[src/inc/ieg_pkg.sv]
// Constants, types and decode helpers for the interrupt enable gating block
// What this block does
// - Global gate bit 7 of first enable register clear blocks every source.
// - With gate set, a request passes only when its own enable bit is set.
// - First enable register: audio, decoder, serial, timer one, ext one, timer zero, ext zero.
// - Second enable register: USB bit 6, keypad, converter, SPI, two-wire, card bit 0.
// - Second register bits 7 and 5 read zero; software never writes ones there.
// - Bit 1 of first register passes or suppresses the timer zero overflow request.
// - Each source carries a two-bit level from upper and lower bits, 11 highest.
// - Equal-level requests resolve by fixed polling order, external zero first, USB last.
// - Edge-mode external flags are cleared by hardware on vectoring; level flags are not.
package ieg_pkg;
	localparam int SRC_COUNT = 14;
	typedef logic [SRC_COUNT-1:0] ieg_src_t;

	// Register byte addresses on the core port
	localparam logic [7:0] ADDR_ENABLE_FIRST = 8'hA8;
	localparam logic [7:0] ADDR_ENABLE_SECOND = 8'hB1;
	localparam logic [7:0] ADDR_UPPER_FIRST = 8'hB7;
	localparam logic [7:0] ADDR_UPPER_SECOND = 8'hB3;
	localparam logic [7:0] ADDR_LOWER_FIRST = 8'hB8;
	localparam logic [7:0] ADDR_LOWER_SECOND = 8'hB2;
	localparam logic [7:0] ADDR_STATUS_FIRST = 8'hC0;
	localparam logic [7:0] ADDR_STATUS_SECOND = 8'hC1;
	localparam logic [7:0] ADDR_MASK_FIRST = 8'hC2;
	localparam logic [7:0] ADDR_MASK_SECOND = 8'hC3;

	// Storage indices; odd indices use the second-register layout
	localparam logic [2:0] IDX_ENABLE_FIRST = 3'h0;
	localparam logic [2:0] IDX_ENABLE_SECOND = 3'h1;
	localparam logic [2:0] IDX_UPPER_FIRST = 3'h2;
	localparam logic [2:0] IDX_UPPER_SECOND = 3'h3;
	localparam logic [2:0] IDX_LOWER_FIRST = 3'h4;
	localparam logic [2:0] IDX_LOWER_SECOND = 3'h5;
	localparam logic [2:0] IDX_MASK_FIRST = 3'h6;
	localparam logic [2:0] IDX_MASK_SECOND = 3'h7;
	localparam int REG_COUNT = 8;

	// Field positions and implemented-bit masks
	localparam int GATE_BIT = 7;
	localparam int TIMER_ZERO_BIT = 1;
	localparam logic [7:0] FIRST_IMPL_MASK = 8'h7F;
	localparam logic [7:0] SECOND_IMPL_MASK = 8'h5F;
	localparam logic [7:0] GATE_IMPL_MASK = 8'hFF;
	localparam logic [7:0] REG_RESET = 8'h00;

	// Polling slots of the sources that need special handling
	localparam logic [3:0] POLL_EXT_ZERO = 4'h0;
	localparam logic [3:0] POLL_EXT_ONE = 4'h2;

	// Address decode: {hit, index}
	function automatic logic [3:0] ieg_decode(input logic [7:0] addr);
		case (addr)
			ADDR_ENABLE_FIRST: ieg_decode = {1'b1, IDX_ENABLE_FIRST};
			ADDR_ENABLE_SECOND: ieg_decode = {1'b1, IDX_ENABLE_SECOND};
			ADDR_UPPER_FIRST: ieg_decode = {1'b1, IDX_UPPER_FIRST};
			ADDR_UPPER_SECOND: ieg_decode = {1'b1, IDX_UPPER_SECOND};
			ADDR_LOWER_FIRST: ieg_decode = {1'b1, IDX_LOWER_FIRST};
			ADDR_LOWER_SECOND: ieg_decode = {1'b1, IDX_LOWER_SECOND};
			ADDR_MASK_FIRST: ieg_decode = {1'b1, IDX_MASK_FIRST};
			ADDR_MASK_SECOND: ieg_decode = {1'b1, IDX_MASK_SECOND};
			default: ieg_decode = 4'h0;
		endcase
	endfunction

	// Bits that software may set in a stored register
	function automatic logic [7:0] ieg_write_mask(input logic [2:0] idx);
		if (idx == IDX_ENABLE_FIRST)
			ieg_write_mask = GATE_IMPL_MASK;
		else if (idx[0])
			ieg_write_mask = SECOND_IMPL_MASK;
		else
			ieg_write_mask = FIRST_IMPL_MASK;
	endfunction

	// Two register bytes to one vector in polling order; slot 12 stays empty
	function automatic ieg_src_t ieg_src_vec(input logic [7:0] first, input logic [7:0] second);
		ieg_src_vec = {second[6:0] & SECOND_IMPL_MASK[6:0], first[6:0]};
	endfunction

	// Priority level of one slot
	function automatic logic [1:0] ieg_level(input ieg_src_t up, input ieg_src_t lo, input int idx);
		ieg_level = {up[idx], lo[idx]};
	endfunction
endpackage

[src/inc/ieg_reg_if.sv]
// Carrier between the gating core and its register file
`timescale 1ns/1ps
interface ieg_reg_if;
	logic wrStb;
	logic rdStb;
	logic [7:0] addr;
	logic [7:0] wrData;
	logic [7:0] rdData;
	logic globalGate;
	ieg_pkg::ieg_src_t srcEnable;
	ieg_pkg::ieg_src_t prioUpper;
	ieg_pkg::ieg_src_t prioLower;
	ieg_pkg::ieg_src_t events;
	logic irq;
	modport regs
	(
		input wrStb, rdStb, addr, wrData, events,
		output rdData, globalGate, srcEnable, prioUpper, prioLower, irq
	);
	modport core
	(
		output wrStb, rdStb, addr, wrData, events,
		input rdData, globalGate, srcEnable, prioUpper, prioLower, irq
	);
endinterface

[src/hw/ieg_regs.sv]
// Register file: enables, priority bits, sticky event status and mask
`timescale 1ns/1ps
module ieg_regs
(
	input wire logic clk,
	input wire logic rstSyncN,
	ieg_reg_if.regs bus
);
	logic [7:0] regFile [ieg_pkg::REG_COUNT];
	logic [7:0] next_regFile [ieg_pkg::REG_COUNT];
	ieg_pkg::ieg_src_t status;
	ieg_pkg::ieg_src_t next_status;
	logic [7:0] next_rdData;
	logic [3:0] dec;
	ieg_pkg::ieg_src_t clearVec;

	assign dec = ieg_pkg::ieg_decode(bus.addr);

	// Writes store only implemented bits, so reserved bits always read zero
	always_comb
	begin
		next_regFile = regFile;
		clearVec = '0;
		if (bus.wrStb && dec[3])
			next_regFile[dec[2:0]] = bus.wrData & ieg_pkg::ieg_write_mask(dec[2:0]);
		if (bus.wrStb && bus.addr == ieg_pkg::ADDR_STATUS_FIRST)
			clearVec = ieg_pkg::ieg_src_vec(bus.wrData, 8'h00);
		if (bus.wrStb && bus.addr == ieg_pkg::ADDR_STATUS_SECOND)
			clearVec = ieg_pkg::ieg_src_vec(8'h00, bus.wrData);
		// A new event wins over a clear in the same cycle
		next_status = (status & ~clearVec) | bus.events;
	end

	// Read mux; data stand only in the cycle after the strobe
	always_comb
	begin
		next_rdData = 8'h00;
		if (bus.rdStb)
		begin
			if (dec[3])
				next_rdData = regFile[dec[2:0]];
			else if (bus.addr == ieg_pkg::ADDR_STATUS_FIRST)
				next_rdData = {1'b0, status[6:0]};
			else if (bus.addr == ieg_pkg::ADDR_STATUS_SECOND)
				next_rdData = {1'b0, status[13:7]};
		end
	end

	// Register stage
	always_ff @(posedge clk or negedge rstSyncN)
	begin
		if (!rstSyncN)
		begin
			for (int i = 0; i < ieg_pkg::REG_COUNT; i++)
				regFile[i] <= ieg_pkg::REG_RESET;
			status <= '0;
			bus.rdData <= 8'h00;
		end
		else
		begin
			regFile <= next_regFile;
			status <= next_status;
			bus.rdData <= next_rdData;
		end
	end

	// Decoded views used by the gating core
	assign bus.globalGate = regFile[ieg_pkg::IDX_ENABLE_FIRST][ieg_pkg::GATE_BIT];
	assign bus.srcEnable = ieg_pkg::ieg_src_vec(regFile[ieg_pkg::IDX_ENABLE_FIRST],
		regFile[ieg_pkg::IDX_ENABLE_SECOND]);
	assign bus.prioUpper = ieg_pkg::ieg_src_vec(regFile[ieg_pkg::IDX_UPPER_FIRST],
		regFile[ieg_pkg::IDX_UPPER_SECOND]);
	assign bus.prioLower = ieg_pkg::ieg_src_vec(regFile[ieg_pkg::IDX_LOWER_FIRST],
		regFile[ieg_pkg::IDX_LOWER_SECOND]);
	assign bus.irq = |(status & ieg_pkg::ieg_src_vec(regFile[ieg_pkg::IDX_MASK_FIRST],
		regFile[ieg_pkg::IDX_MASK_SECOND]));
endmodule

[src/hw/ieg_top.sv]
// Interrupt enable gating with level and polling arbitration
`timescale 1ns/1ps
module ieg_top
(
	input wire logic sys_clk,
	input wire logic rst_n,
	input wire logic [7:0] regAddr,
	input wire logic [7:0] regWrData,
	input wire logic regWrStb,
	input wire logic regRdStb,
	output logic [7:0] regRdData,
	input wire ieg_pkg::ieg_src_t srcRequest,
	input wire logic [1:0] extEdgeMode,
	input wire logic vectorTaken,
	output ieg_pkg::ieg_src_t gatedRequest,
	output logic winnerValid,
	output logic [3:0] winnerIndex,
	output logic [1:0] winnerLevel,
	output logic [1:0] extFlagClear,
	output logic irqOut
);
	logic [1:0] rstPipe;
	logic [1:0] next_rstPipe;
	logic rstSyncN;
	ieg_pkg::ieg_src_t next_gatedRequest;
	ieg_pkg::ieg_src_t gatedPrev;
	ieg_pkg::ieg_src_t next_gatedPrev;
	logic next_winnerValid;
	logic [3:0] next_winnerIndex;
	logic [1:0] next_winnerLevel;
	logic [1:0] next_extFlagClear;

	ieg_reg_if regBus();

	// Reset release through two stages; assertion side is asynchronous
	always_comb
	begin
		next_rstPipe = {rstPipe[0], 1'b1};
	end

	always_ff @(posedge sys_clk or negedge rst_n)
	begin
		if (!rst_n)
			rstPipe <= 2'h0;
		else
			rstPipe <= next_rstPipe;
	end

	assign rstSyncN = rstPipe[1];

	// Core port into the register file; the core never waits
	assign regBus.wrStb = regWrStb;
	assign regBus.rdStb = regRdStb;
	assign regBus.addr = regAddr;
	assign regBus.wrData = regWrData;
	assign regRdData = regBus.rdData;
	assign irqOut = regBus.irq;

	ieg_regs regFileInst
	(
		.clk(sys_clk),
		.rstSyncN(rstSyncN),
		.bus(regBus.regs)
	);

	// Gate: global bit first, then the per-source enable
	always_comb
	begin
		next_gatedRequest = srcRequest & regBus.srcEnable
			& {ieg_pkg::SRC_COUNT{regBus.globalGate}};
		next_gatedPrev = gatedRequest;
	end

	always_ff @(posedge sys_clk or negedge rstSyncN)
	begin
		if (!rstSyncN)
		begin
			gatedRequest <= '0;
			gatedPrev <= '0;
		end
		else
		begin
			gatedRequest <= next_gatedRequest;
			gatedPrev <= next_gatedPrev;
		end
	end

	// A newly passed request is the event that sets a sticky status bit
	assign regBus.events = gatedRequest & ~gatedPrev;

	// Arbitration: highest level wins; walking downward with >= lets the
	// lowest polling slot win a tie at the same level
	always_comb
	begin
		next_winnerValid = 1'b0;
		next_winnerIndex = 4'h0;
		next_winnerLevel = 2'h0;
		for (int i = ieg_pkg::SRC_COUNT - 1; i >= 0; i--)
		begin
			if (gatedRequest[i] && (!next_winnerValid
				|| ieg_pkg::ieg_level(regBus.prioUpper, regBus.prioLower, i)
				>= next_winnerLevel))
			begin
				next_winnerValid = 1'b1;
				next_winnerIndex = 4'(i);
				next_winnerLevel = ieg_pkg::ieg_level(regBus.prioUpper, regBus.prioLower, i);
			end
		end
	end

	always_ff @(posedge sys_clk or negedge rstSyncN)
	begin
		if (!rstSyncN)
		begin
			winnerValid <= 1'b0;
			winnerIndex <= 4'h0;
			winnerLevel <= 2'h0;
		end
		else
		begin
			winnerValid <= next_winnerValid;
			winnerIndex <= next_winnerIndex;
			winnerLevel <= next_winnerLevel;
		end
	end

	// Flag clear on vectoring, only for edge-mode external inputs;
	// level-mode flags stay set so the service routine must clear them
	always_comb
	begin
		next_extFlagClear = 2'h0;
		if (vectorTaken && winnerValid)
		begin
			if (winnerIndex == ieg_pkg::POLL_EXT_ZERO && extEdgeMode[0])
				next_extFlagClear[0] = 1'b1;
			if (winnerIndex == ieg_pkg::POLL_EXT_ONE && extEdgeMode[1])
				next_extFlagClear[1] = 1'b1;
		end
	end

	always_ff @(posedge sys_clk or negedge rstSyncN)
	begin
		if (!rstSyncN)
			extFlagClear <= 2'h0;
		else
			extFlagClear <= next_extFlagClear;
	end

	// Reference arbitration for the checks below, computed a different way:
	// first find the top level, then the first slot that holds it
	logic [1:0] refLevel;
	logic [3:0] refIndex;
	logic refFound;

	always_comb
	begin
		refLevel = 2'h0;
		refIndex = 4'h0;
		refFound = 1'b0;
		for (int i = 0; i < ieg_pkg::SRC_COUNT; i++)
		begin
			if (gatedRequest[i]
				&& ieg_pkg::ieg_level(regBus.prioUpper, regBus.prioLower, i) > refLevel)
				refLevel = ieg_pkg::ieg_level(regBus.prioUpper, regBus.prioLower, i);
		end
		for (int i = 0; i < ieg_pkg::SRC_COUNT; i++)
		begin
			if (!refFound && gatedRequest[i]
				&& ieg_pkg::ieg_level(regBus.prioUpper, regBus.prioLower, i) == refLevel)
			begin
				refFound = 1'b1;
				refIndex = 4'(i);
			end
		end
	end
endmodule

[config.mk]
export PLATFORM = sky130hd
export DESIGN_NAME = ieg_top
export DESIGN_NICKNAME = d
export VERILOG_FILES = /design/src/inc/ieg_pkg.sv /design/src/inc/ieg_reg_if.sv /design/src/hw/ieg_regs.sv /design/src/hw/ieg_top.sv
export SDC_FILE = /design/constraint.sdc
export NUM_CORES = 1
export LEC_CHECK = 0
export BUFFER_PORTS_ARGS = -buffer_cell sky130_fd_sc_hd__buf_2
export CORE_ASPECT_RATIO = 0.5
export CORE_MARGIN = 8
export CORE_UTILIZATION = 55
export CTS_BUF_LIST = sky130_fd_sc_hd__clkbuf_8
export CTS_CLUSTER_SIZE = 40
export DETAILED_ROUTE_END_ITERATION = 12
export PLACE_DENSITY = 0.76
export SYNTH_ARGS = -nofsm -noshare
export SYNTH_HDL_FRONTEND = slang
export SYNTH_SLANG_ARGS = --single-unit
export TNS_END_PERCENT = 5
[constraint.sdc]
create_clock -name sys_clk -period 6.06 [get_ports sys_clk]
set_input_delay 0.606 -clock sys_clk [delete_from_list [all_inputs] [get_ports sys_clk]]
set_output_delay 0.606 -clock sys_clk [all_outputs]
set_load 0.01 [all_outputs]
==> reports/qor.txt, run 1 <==
# diodes: 0
Switching Fraction: 0.320
# H-tree levels: 4
register bit count reported by yosys: 122
Hold Crit Class: flip-flop to flip-flop
Async S/R FF share, synth: 1.00
Root Buffer: clkbuf_8
Sink Count: 122
Pleak: 4.14 nW
Die H: 92.0 µm
Hold WS: 0.357 ns
Placeable Area: 11100 µm²
Most used DFF post-synth: dfrtp_1
combinational share of power: 0.135
drt total wl: 22400 µm
clk_skew: 0.0152 ns
Worst EP required: 6.43 ns
CP Max Fanout: 6
Crit-path slowest cell: dfrtp_2
worst setup path class: flip-flop to flip-flop
max-slew violation total from the final report: 0
drt initial violations: 721
post-synthesis sequential area ratio: 0.480
Largest stage delay, worst path: 0.44 ns
synthesis-to-finish area growth: 35.0%
num rows: 27
full die area: 15500 µm²
Net Sw Power: 598 µW
Hold Vio Cnt, Final: 0
actual slew at the worst max-slew pin: 1.00 ns
number of top-level pins: 69
Post-DRT Antenna Nets: 0
Via Count: 6323
total global-route track usage: 0.280
Mapped Avg Cell Area: 9.70 µm²
RSZ-0062 raised after global routing: true
Placer Congestion: 0.944
Starting Density: 0.572
cts bufs inserted: 17
# setup viols final: 6
pwr/cell area: 218 nW/µm²
grt total ovfl: 0
final worst path period share: 2.28
Net Count, Synth: 712
pin count of the biggest net entering global routing: 72
Syn Inst Count: 655
crit start category: flip-flop
Post-synth EDFFs: 0
Clock Latency Late Sink: 0.45 ns
final net count: 903
most common cell after layout, fill and taps aside: buf_4
Setup crit start: gatedRequest[13]$_DFF_PN0_
commonest non-fill, non-tap cells in the layout: 128 x buf_4, 120 x dfrtp_1, 92 x nand2_1
worst setup margin: -7.77 ns
vias in the first global route: 6194
clk slew on worst S/H paths: 0.09 ns
max frequency: 72.3 MHz
initial antenna violation count: 0
Filler Cell Count: 731
status: finished, violations left
chip width: 168 µm
max cap viols: 0
Setup crit end kind: flip-flop
Reg-to-Reg Start: gatedRequest[13]$_DFF_PN0_
routed wire length per instance: 22.3 µm
synth warn: 0
CP Data Arrival Time: 14.21 ns
HPWL Detailed: 15300 µm
Via density: 6.30
failing checks: negative setup slack
fin crit period: 13.83 ns
Longest Clk Path Bufs: 2
Pre-antenna DRT Iters: 6
Worst Hold Launch: rstPipe[0]$_DFF_PN0_
Port Buf Inserts: 66
Worst slew margin: 0.327
Netlist cell types: 69
TritonCTS clock tree: done
Peak supply drop: 130 µV
Post-Syn Area: 6350 µm²
DRC viols: 0
clock share of power: 0.386
sum of negative setup slack: -46.12 ns
Power Internal: 1.27 mW
Seq pwr share: 0.479
layout cells sized above 1: 0.391
global-route wire length before repair: 33600 µm
synthesized netlist by cell type (all sizes together), types with 2 or more instances:
cell type | n | area share
dfrtp | 122 | 0.48
nand2 | 97 | 0.058
o21ai | 66 | 0.054
inv | 44 | 0.026
nor2 | 29 | 0.017
mux2 | 24 | 0.043
nand3 | 22 | 0.017
a31oi | 21 | 0.022
and3 | 20 | 0.020
clkbuf | 20 | 0.012
ha | 20 | 0.039
a21oi | 16 | 0.013
and2 | 15 | 0.015
mux2i | 15 | 0.024
nand2b | 14 | 0.015
nor2b | 14 | 0.014
o211ai | 11 | 0.015
a221oi | 6 | 0.011
a32oi | 6 | 0.0083
a22oi | 5 | 0.0059
buf | 5 | 0.0039
o22ai | 5 | 0.0049
a21o | 4 | 0.0049
nor3 | 4 | 0.0039
nor4 | 4 | 0.0063
o31ai | 4 | 0.0069
nor3b | 3 | 0.0035
nor4b | 3 | 0.0041
o2111ai | 3 | 0.0071
o21a | 3 | 0.0035
o311ai | 3 | 0.0041
a22o | 2 | 0.0030
and4 | 2 | 0.0028
conb | 2 | 0.0012
nand3b | 2 | 0.0024
or4 | 2 | 0.0024
metal layers:
metal  wire length, µm  global-route usage  vias to the layer above
met5                 0                   0                        -
li1                  -                   -                     2718
met3              2430              0.0701                       71
met1              9540               0.387                     3110
met2              9700               0.424                      424
met4               693              0.0959                        0
state kept, by name, indices dropped and copies added (netlist names), 8 cells and up:
register,count
regFileInst.regFile,24
gatedPrev,13
gatedRequest,13
regFileInst.bus.prioLower,13
regFileInst.bus.prioUpper,13
regFileInst.bus.srcEnable,13
regFileInst.status,13
regFileInst.bus.rdData,8
worst max-delay path, delay by kind of cell (launching register included):
| family | cells | cell delay (ns) |
|---|---|---|
| flops | 1 | 0.44 |
| fa+ha+maj | 12 | 3.00 |
| mux | 2 | 0.58 |
| simple gates | 25 | 3.46 |
| compound gates | 32 | 5.61 |
| buf+inv | 6 | 0.61 |
logic make-up (layout without fill, tap and decap cells):
group	after synthesis	count (layout)	synth area share
AO/OA/AOI/OAI	167	167	0.184
XOR/XNOR	1	1	0.00138
adder cells (fa/ha/maj)	20	20	0.0394
buffers and inverters	69	273	0.0417
flip-flops	122	122	0.480
multiplexers	39	39	0.0662
other	2	2	0.00118
AND/OR/NAND/NOR	235	235	0.185
worst paths after layout:
path / depth (start not counted) / end / slack, ns
max: 77 / winnerLevel[0]$_DFF_PN0_ / -7.77
min: 0 / rstPipe[1]$_DFF_PN0_ / 0.36
max reg2reg: 77 / winnerLevel[0]$_DFF_PN0_ / -7.77
min reg2reg: 0 / rstPipe[1]$_DFF_PN0_ / 0.36
max in group asynchronous: 1 / regFileInst.bus.prioLower[8]$_DFFE_PN0P_ / 4.31
min in group asynchronous: 0 / gatedRequest[9]$_DFF_PN0_ / 0.38
what timing repair did:
item,in CTS,in global routing
hold buffers,1,0
endpoints found under the setup margin,6,6
buffers inserted,16,9
gates resized for setup,25,23
pin swaps,31,26
endpoints found under the hold margin,2,0
gates cloned,0,0
metrics by stage:
| step | cell area [µm²] | power [mW] | setup WS, ns | instances | utilization |
|---|---|---|---|---|---|
| 4_1_cts | 8360 | 1.84 | -7.18 | 995 | 0.752 |
| 3_5_place_dp | 7730 | 1.13 | -7.45 | 946 | 0.695 |
| 6_report | 8580 | 1.87 | -7.77 | 1004 | 0.772 |
| 3_3_place_gp | 7730 | 1.12 | -6.83 | 946 | 0.695 |
| 5_1_grt | 8580 | 1.93 | -8.30 | 1004 | 0.772 |
| 2_1_floorplan | 6520 | 1.02 | -7.03 | 655 | - |
area by class of cell:
type	instances	area, µm²	area share
Sequential cell	122	3060	0.356
Clock buffer	17	234	0.0273
Multi-Input combinational cell	464	3460	0.404
Inverter	44	165	0.0193
Clock inverter	15	154	0.0179
Timing Repair Buffer	197	1320	0.154
Tap cell	145	181	0.0211
power groups by stage:
stage	Clock (mW)	Combinational, mW	Sequential (mW)
after floorplan	0	0.114	0.904
after global placement	0	0.211	0.908
after detailed placement	0	0.216	0.909
after CTS	0.717	0.229	0.893
after global routing	0.753	0.271	0.901
final	0.722	0.253	0.896
Power figures use the tool's default switching activity.
==> run 2, diff against run 1 <==
Settings changed: CORE_MARGIN 8 to default, CORE_UTILIZATION 55 to 50, PLACE_DENSITY 0.76 to 0.71.
==> run 2 against run 1 <==
  * The flow still finishes with violations (negative setup slack)
  * Utilization decreased by 7.7 points
  * Critical endpoint unchanged
  * Non-clock buffer count decreased by 8
  * Fmax increased by 3.7%
  * Critical path type unchanged
==> reports/qor.txt, run 2 (synthesis results as in run 1) <==
status: finished, violations left
failing checks: negative setup slack
actual slew at the worst max-slew pin: 1.04 ns (+0.0375 ns)
pwr/cell area: 218 nW/µm² (+0.17%)
Worst slew margin: 0.302 (-0.0252)
routed wire length per instance: 20.1 µm (-9.8%)
initial antenna violation count: 0 (unchanged)
Pre-antenna DRT Iters: 5 (-1)
grt total ovfl: 0 (unchanged)
max-slew violation total from the final report: 0 (unchanged)
worst setup margin: -7.28 ns (+0.488 ns)
Sink Count: 122 (unchanged)
Peak supply drop: 111 µV (-14%)
Filler Cell Count: 931 (+27%)
num rows: 28 (+3.7%)
combinational share of power: 0.127 (-0.008)
Hold WS: 0.357 ns (+0.0000800 ns)
# diodes: 0 (unchanged)
most frequent CP cell: ha_1
clk_skew: 0.00996 ns (-0.00526 ns)
Via density: 5.81 (-7.8%)
total global-route track usage: 0.330 (+0.0504)
vias in the first global route: 5715 (-7.7%)
commonest non-fill, non-tap cells in the layout: 121 x buf_4, 120 x dfrtp_1, 91 x nand2_1
Hold Vio Cnt, Final: 0 (unchanged)
area of the multi-input gates: 3340 µm² (-3.6%)
Hold Crit Class: flip-flop to async pin
post-layout util: 0.695 (-0.0768)
final worst path period share: 2.20 (-0.0805)
highest metal used: met4
CP Max Fanout: 6 (unchanged)
drt total wl: 20400 µm (-8.7%)
# setup viols final: 6 (unchanged)
Starting Density: 0.526 (-0.0460)
fin cells: 1016 (+1.2%)
sum of negative setup slack: -42.89 ns (+3.23 ns)
Largest stage delay, worst path: 0.44 ns (about the same)
CP Data Arrival Time: 13.71 ns (-0.50 ns)
Setup crit end kind: flip-flop
met2 WL: 8870 µm (-8.5%)
clk slew on worst S/H paths: 0.08 ns (about the same)
HPWL Detailed: 15000 µm (-2.1%)
layout cells sized above 1: 0.371 (-0.0198)
full die area: 13200 µm² (-15%)
wl on met1: 9400 µm (-1.5%)
most common cell after layout, fill and taps aside: buf_4
Seq pwr share: 0.488 (+0.009)
Placeable Area: 12100 µm² (+8.7%)
FF-to-FF setup slack: -7.28 ns (+0.49 ns)
Pleak: 4.13 nW (-0.23%)
Die H: 81.7 µm (-11%)
max frequency: 74.9 MHz (+3.7%)
cts bufs inserted: 17 (unchanged)
cells on worst reg2reg path: 80 (+3.9%)
Switching Fraction: 0.296 (-0.0238)
crit start category: flip-flop
Port Buf Inserts: 66 (unchanged)
met3 routed WL: 1870 µm (-23%)
worst setup path class: flip-flop to flip-flop
# H-tree levels: 4 (unchanged)
max reg flops: 24 (unchanged)
Power Internal: 1.29 mW (+1.5%)
Sequential Area: 3060 µm² (unchanged)
Clock Latency Late Sink: 0.45 ns (about the same)
Placer Congestion: 0.968 (+2.6%)
largest register by flop count: regFileInst.regFile
Post-DRT Antenna Nets: 0 (unchanged)
Net Sw Power: 543 µW (-9.2%)
Worst EP required: 6.42 ns (about the same)
Cell Count Post-Placement: 963 (+1.8%)
final net count: 895 (-0.89%)
Crit-path slowest cell: dfrtp_2
pin count of the biggest net entering global routing: 74 (+2.8%)
synthesis-to-finish area growth: 32.2%
number of top-level pins: 69 (unchanged)
max cap viols: 0 (unchanged)
drt initial violations: 549 (-24%)
chip width: 161 µm (-3.9%)
DRC viols: 0 (unchanged)
fin crit period: 13.34 ns (-0.488 ns)
TritonCTS clock tree: done
clock share of power: 0.384 (-0.002)
Longest Clk Path Bufs: 2 (unchanged)
Root Buffer: clkbuf_8
global-route wire length before repair: 31500 µm (-6.3%)
Via Count: 5898 (-6.7%)
RSZ-0062 raised after global routing: true
==> run 2: changes by cell type in the layout (fill, tap and decap cells not counted), moves of 3 or more <==
cell / before / now
buf_4: 128 / 121
inv_1: 41 / 44
a31oi_1: 16 / 19
ha_4: 4 / 1
ha_1: 16 / 19
clkinv_8: 3 / 0
==> run 2: area by class of cell <==
| cell class | count | share of cell area |
|---|---|---|
| Multi-Input combinational cell | 464 | 0.397 |
| Sequential cell | 122 | 0.364 |
| Timing Repair Buffer | 189 | 0.150 |
| Clock buffer | 17 | 0.0279 |
| Tap cell | 165 | 0.0246 |
| Inverter | 44 | 0.0197 |
| Clock inverter | 15 | 0.0165 |
==> run 2: metal layers <==
layer / track usage / up-vias
met5: 0 / -
met2: 0.501 / 240
li1: - / 2704
met1: 0.460 / 2927
met4: 0.112 / 0
met3: 0.0899 / 27
==> run 2: critical path: cells and delay by family, from the launching register on <==
| family | cells | cell delay (ns) |
|---|---|---|
| compound gates | 35 | 5.41 |
| fa+ha+maj | 12 | 3.12 |
| buf+inv | 5 | 0.44 |
| flops | 1 | 0.44 |
| mux | 2 | 0.44 |
| simple gates | 26 | 3.41 |
==> run 2: final timing paths <==
| kind | from | to |
|---|---|---|
| setup / recovery | gatedRequest[13]$_DFF_PN0_ | winnerLevel[0]$_DFF_PN0_ |
| hold / removal | rstPipe[1]$_DFF_PN0_ | regFileInst.regFile[23]$_DFFE_PN0P_ |
| setup reg to reg | gatedRequest[13]$_DFF_PN0_ | winnerLevel[0]$_DFF_PN0_ |
| hold reg to reg | rstPipe[1]$_DFF_PN0_ | regFileInst.regFile[23]$_DFFE_PN0P_ |
| max in group asynchronous | rstPipe[1]$_DFF_PN0_ | gatedRequest[13]$_DFF_PN0_ |
| min in group sys_clk | rstPipe[0]$_DFF_PN0_ | rstPipe[1]$_DFF_PN0_ |
==> run 2: power groups by stage <==
stage | registers (mW) | logic [mW] | clock network (mW)
floorplan | 0.904 | 0.114 | 0
global placement | 0.909 | 0.211 | 0
detailed placement | 0.910 | 0.215 | 0
CTS | 0.895 | 0.226 | 0.709
global route | 0.901 | 0.256 | 0.749
finish | 0.896 | 0.233 | 0.705
==> run 2: stage by stage <==
step | instance area, µm² | worst slack, ns | power (mW)
floorplan | 6520 | -7.03 | 1.02
global placement | 7730 | -6.77 | 1.12
detailed placement | 7730 | -7.33 | 1.13
CTS | 8280 | -7.14 | 1.83
global route | 8400 | -8.09 | 1.91
finish | 8400 | -7.28 | 1.83
==> run 2: timing repair <==
item | CTS | global route
setup buffers | 12 | 8
cloned | 0 | 0
hold buffers | 1 | 0
hold endpoints to repair | 2 | 0
pin swaps | 28 | 14
endpoints found under the setup margin | 6 | 6
resized for setup | 18 | 11
==> run 3, diff against run 2 <==
Settings changed: BUFFER_PORTS_ARGS -buffer_cell sky130_fd_sc_hd__buf_2 to default, DONT_BUFFER_PORTS from default to 1, PLACE_DENSITY 0.71 to 0.66.
==> run 3 against run 2 <==
  * The flow still finishes with violations (negative setup slack)
  * Setup slack gained 0.13 ns
  * Design area shrank 4.6%
  * Power grew 0.50%
  * Clock power grew 7.0%
  * Via count shrank 4.5%
  * Critical endpoint is now winnerLevel[1]$_DFF_PN0_
  * Largest power group unchanged
  * Highest routed layer unchanged
==> reports/qor.txt, run 3 (synthesis results as in run 1) <==
fin crit period: 13.22 ns (-0.129 ns)
area of the multi-input gates: 3290 µm² (-1.5%)
Via density: 5.95 (+2.5%)
most common cell after layout, fill and taps aside: dfrtp_1
max reg flops: 24 (unchanged)
Hold Crit Class: primary input to flip-flop
worst setup path class: flip-flop to flip-flop
highest metal used: met4
Setup crit end kind: flip-flop
# setup viols final: 6 (unchanged)
Sink Count: 122 (unchanged)
drt initial violations: 478 (-13%)
Starting Density: 0.526 (unchanged)
crit start category: flip-flop
Largest stage delay, worst path: 0.43 ns (about the same)
status: finished, violations left
routed wire length per instance: 21.4 µm (+6.7%)
Placer Congestion: 0.918 (-5.2%)
initial antenna violation count: 0 (unchanged)
pin count of the biggest net entering global routing: 65 (-12%)
commonest non-fill, non-tap cells in the layout: 120 x dfrtp_1, 117 x buf_4, 92 x nand2_1
wl on met1: 9410 µm (+0.11%)
Crit-path slowest cell: dfrtp_2
post-layout util: 0.663 (-0.0317)
vias in the first global route: 5465 (-4.4%)
Hold WS: 0.266 ns (-0.0910 ns)
num rows: 28 (unchanged)
# H-tree levels: 4 (unchanged)
Pre-antenna DRT Iters: 6 (+1)
TritonCTS clock tree: done
CP Data Arrival Time: 13.59 ns (-0.12 ns)
Via Count: 5631 (-4.5%)
hold path depth: 2
cts bufs inserted: 17 (unchanged)
Setup crit start: gatedRequest[13]$_DFF_PN0_
clk slew on worst S/H paths: 0.09 ns (about the same)
Sequential Area: 3060 µm² (unchanged)
FF-to-FF setup slack: -7.16 ns (+0.13 ns)
met2 WL: 8660 µm (-2.3%)
clk_skew: 0.0143 ns (+0.00438 ns)
worst setup margin: -7.16 ns (+0.129 ns)
Worst Hold Launch: extEdgeMode[1]
Pleak: 3.78 nW (-8.3%)
hold path endpoint: extFlagClear[1]$_DFF_PN0_
max-slew violation total from the final report: 0 (unchanged)
failing checks: negative setup slack
# diodes: 0 (unchanged)
HPWL Detailed: 14800 µm (-1.4%)
max cap viols: 0 (unchanged)
Post-DRT Antenna Nets: 0 (unchanged)
Longest Clk Path Bufs: 2 (unchanged)
Clock Latency Late Sink: 0.45 ns (about the same)
actual slew at the worst max-slew pin: 1.09 ns (+0.0530 ns)
Reg-to-Reg Start: gatedRequest[13]$_DFF_PN0_
Die H: 81.7 µm (unchanged)
final net count: 825 (-7.8%)
sum of negative setup slack: -42.72 ns (+0.171 ns)
layout cells sized above 1: 0.306 (-0.0653)
Worst EP required: 6.43 ns (about the same)
max frequency: 75.7 MHz (+0.97%)
Worst slew margin: 0.267 (-0.0356)
grt total ovfl: 0 (unchanged)
total global-route track usage: 0.326 (-0.00403)
Peak supply drop: 137 µV (+23%)
pwr/cell area: 230 nW/µm² (+5.3%)
synthesis-to-finish area growth: 26.2%
met3 routed WL: 1830 µm (-2.2%)
most frequent CP cell: ha_1
Root Buffer: clkbuf_8
dpl ws: -7.40 ns (-0.0719 ns)
drt total wl: 20300 µm (-0.67%)
number of top-level pins: 69 (unchanged)
DRC viols: 0 (unchanged)
chip width: 161 µm (unchanged)
final worst path period share: 2.18 (-0.0213)
Hold Vio Cnt, Final: 0 (unchanged)
RSZ-0062 raised after global routing: true
Placeable Area: 12100 µm² (unchanged)
global-route wire length before repair: 30900 µm (-1.9%)
full die area: 13200 µm² (unchanged)
R2R Path End: winnerLevel[1]$_DFF_PN0_
largest register by flop count: regFileInst.regFile
Port Buf Inserts: 0 (-100%)
cells on worst reg2reg path: 82 (+2.5%)
CP Max Fanout: 6 (unchanged)
Filler Cell Count: 1002 (+7.6%)
## run 3: changes by cell type in the layout (fill, tap and decap cells not counted), moves of 2 or more
cell,delta
clkinvlp_4,-2
nand2b_4,-3
inv_6,-2
buf_2,-66
nand2b_1,+3
a21oi_1,+2
buf_4,-4
inv_8,+6
## run 3: critical path, delay by kind of cell, from the launching register on
kind | cells | cell delay [ns]
flip-flops | 1 | 0.43
multiplexers | 1 | 0.12
adder cells (fa/ha/maj) | 12 | 3.04
AND/OR/NAND/NOR | 27 | 3.45
buffers and inverters | 7 | 0.65
AO/OA/AOI/OAI | 35 | 5.44
## run 3: timing repair
action,CTS,global route
buffers inserted,13,1
hold buffers,1,0
setup endpoints to repair,6,6
pin swaps,28,6
endpoints found under the hold margin,2,0
resized for setup,14,5
## run 3: how the worst max path moves through the flow
stage / slack (ns) / to / cells after the start
final: -7.16 / winnerLevel[1]$_DFF_PN0_ / 82
after detailed placement: -7.40 / winnerIndex[3]$_DFF_PN0_ / 80
after floorplan: -7.03 / winnerIndex[3]$_DFF_PN0_ / 79
after global routing: -8.12 / winnerIndex[3]$_DFF_PN0_ / 81
after global placement: -6.86 / winnerIndex[3]$_DFF_PN0_ / 80
after CTS: -7.12 / winnerIndex[3]$_DFF_PN0_ / 81
## run 3: per-layer routing
layer / GRT usage / vias to the layer above
met5: 0 / -
met4: 0.0991 / 0
met3: 0.0788 / 39
met2: 0.490 / 241
met1: 0.469 / 2784
li1: - / 2567
## run 3: layout make-up
type | instances | share of cell area
clock buffer | 17 | 0.0292
inverter | 44 | 0.0206
tap | 165 | 0.0257
timing repair buffer | 119 | 0.112
multi-input combinational | 464 | 0.410
clock inverter | 15 | 0.0206
sequential | 122 | 0.381
## run 3: stage by stage
stage               total power [mW]  cell area (µm²)  cells
detailed placement              1.10             7410    899
floorplan                       1.02             6520    655
CTS                             1.84             7980    945
global placement                1.09             7410    899
global route                    1.91             8020    946
finish                          1.84             8020    946
## run 3: power by group
part           switching (mW)  internal [mW]  leakage, nW
combinational          0.0980         0.0909         2.01
clock                   0.407          0.347        0.200
sequential             0.0489          0.852         1.57
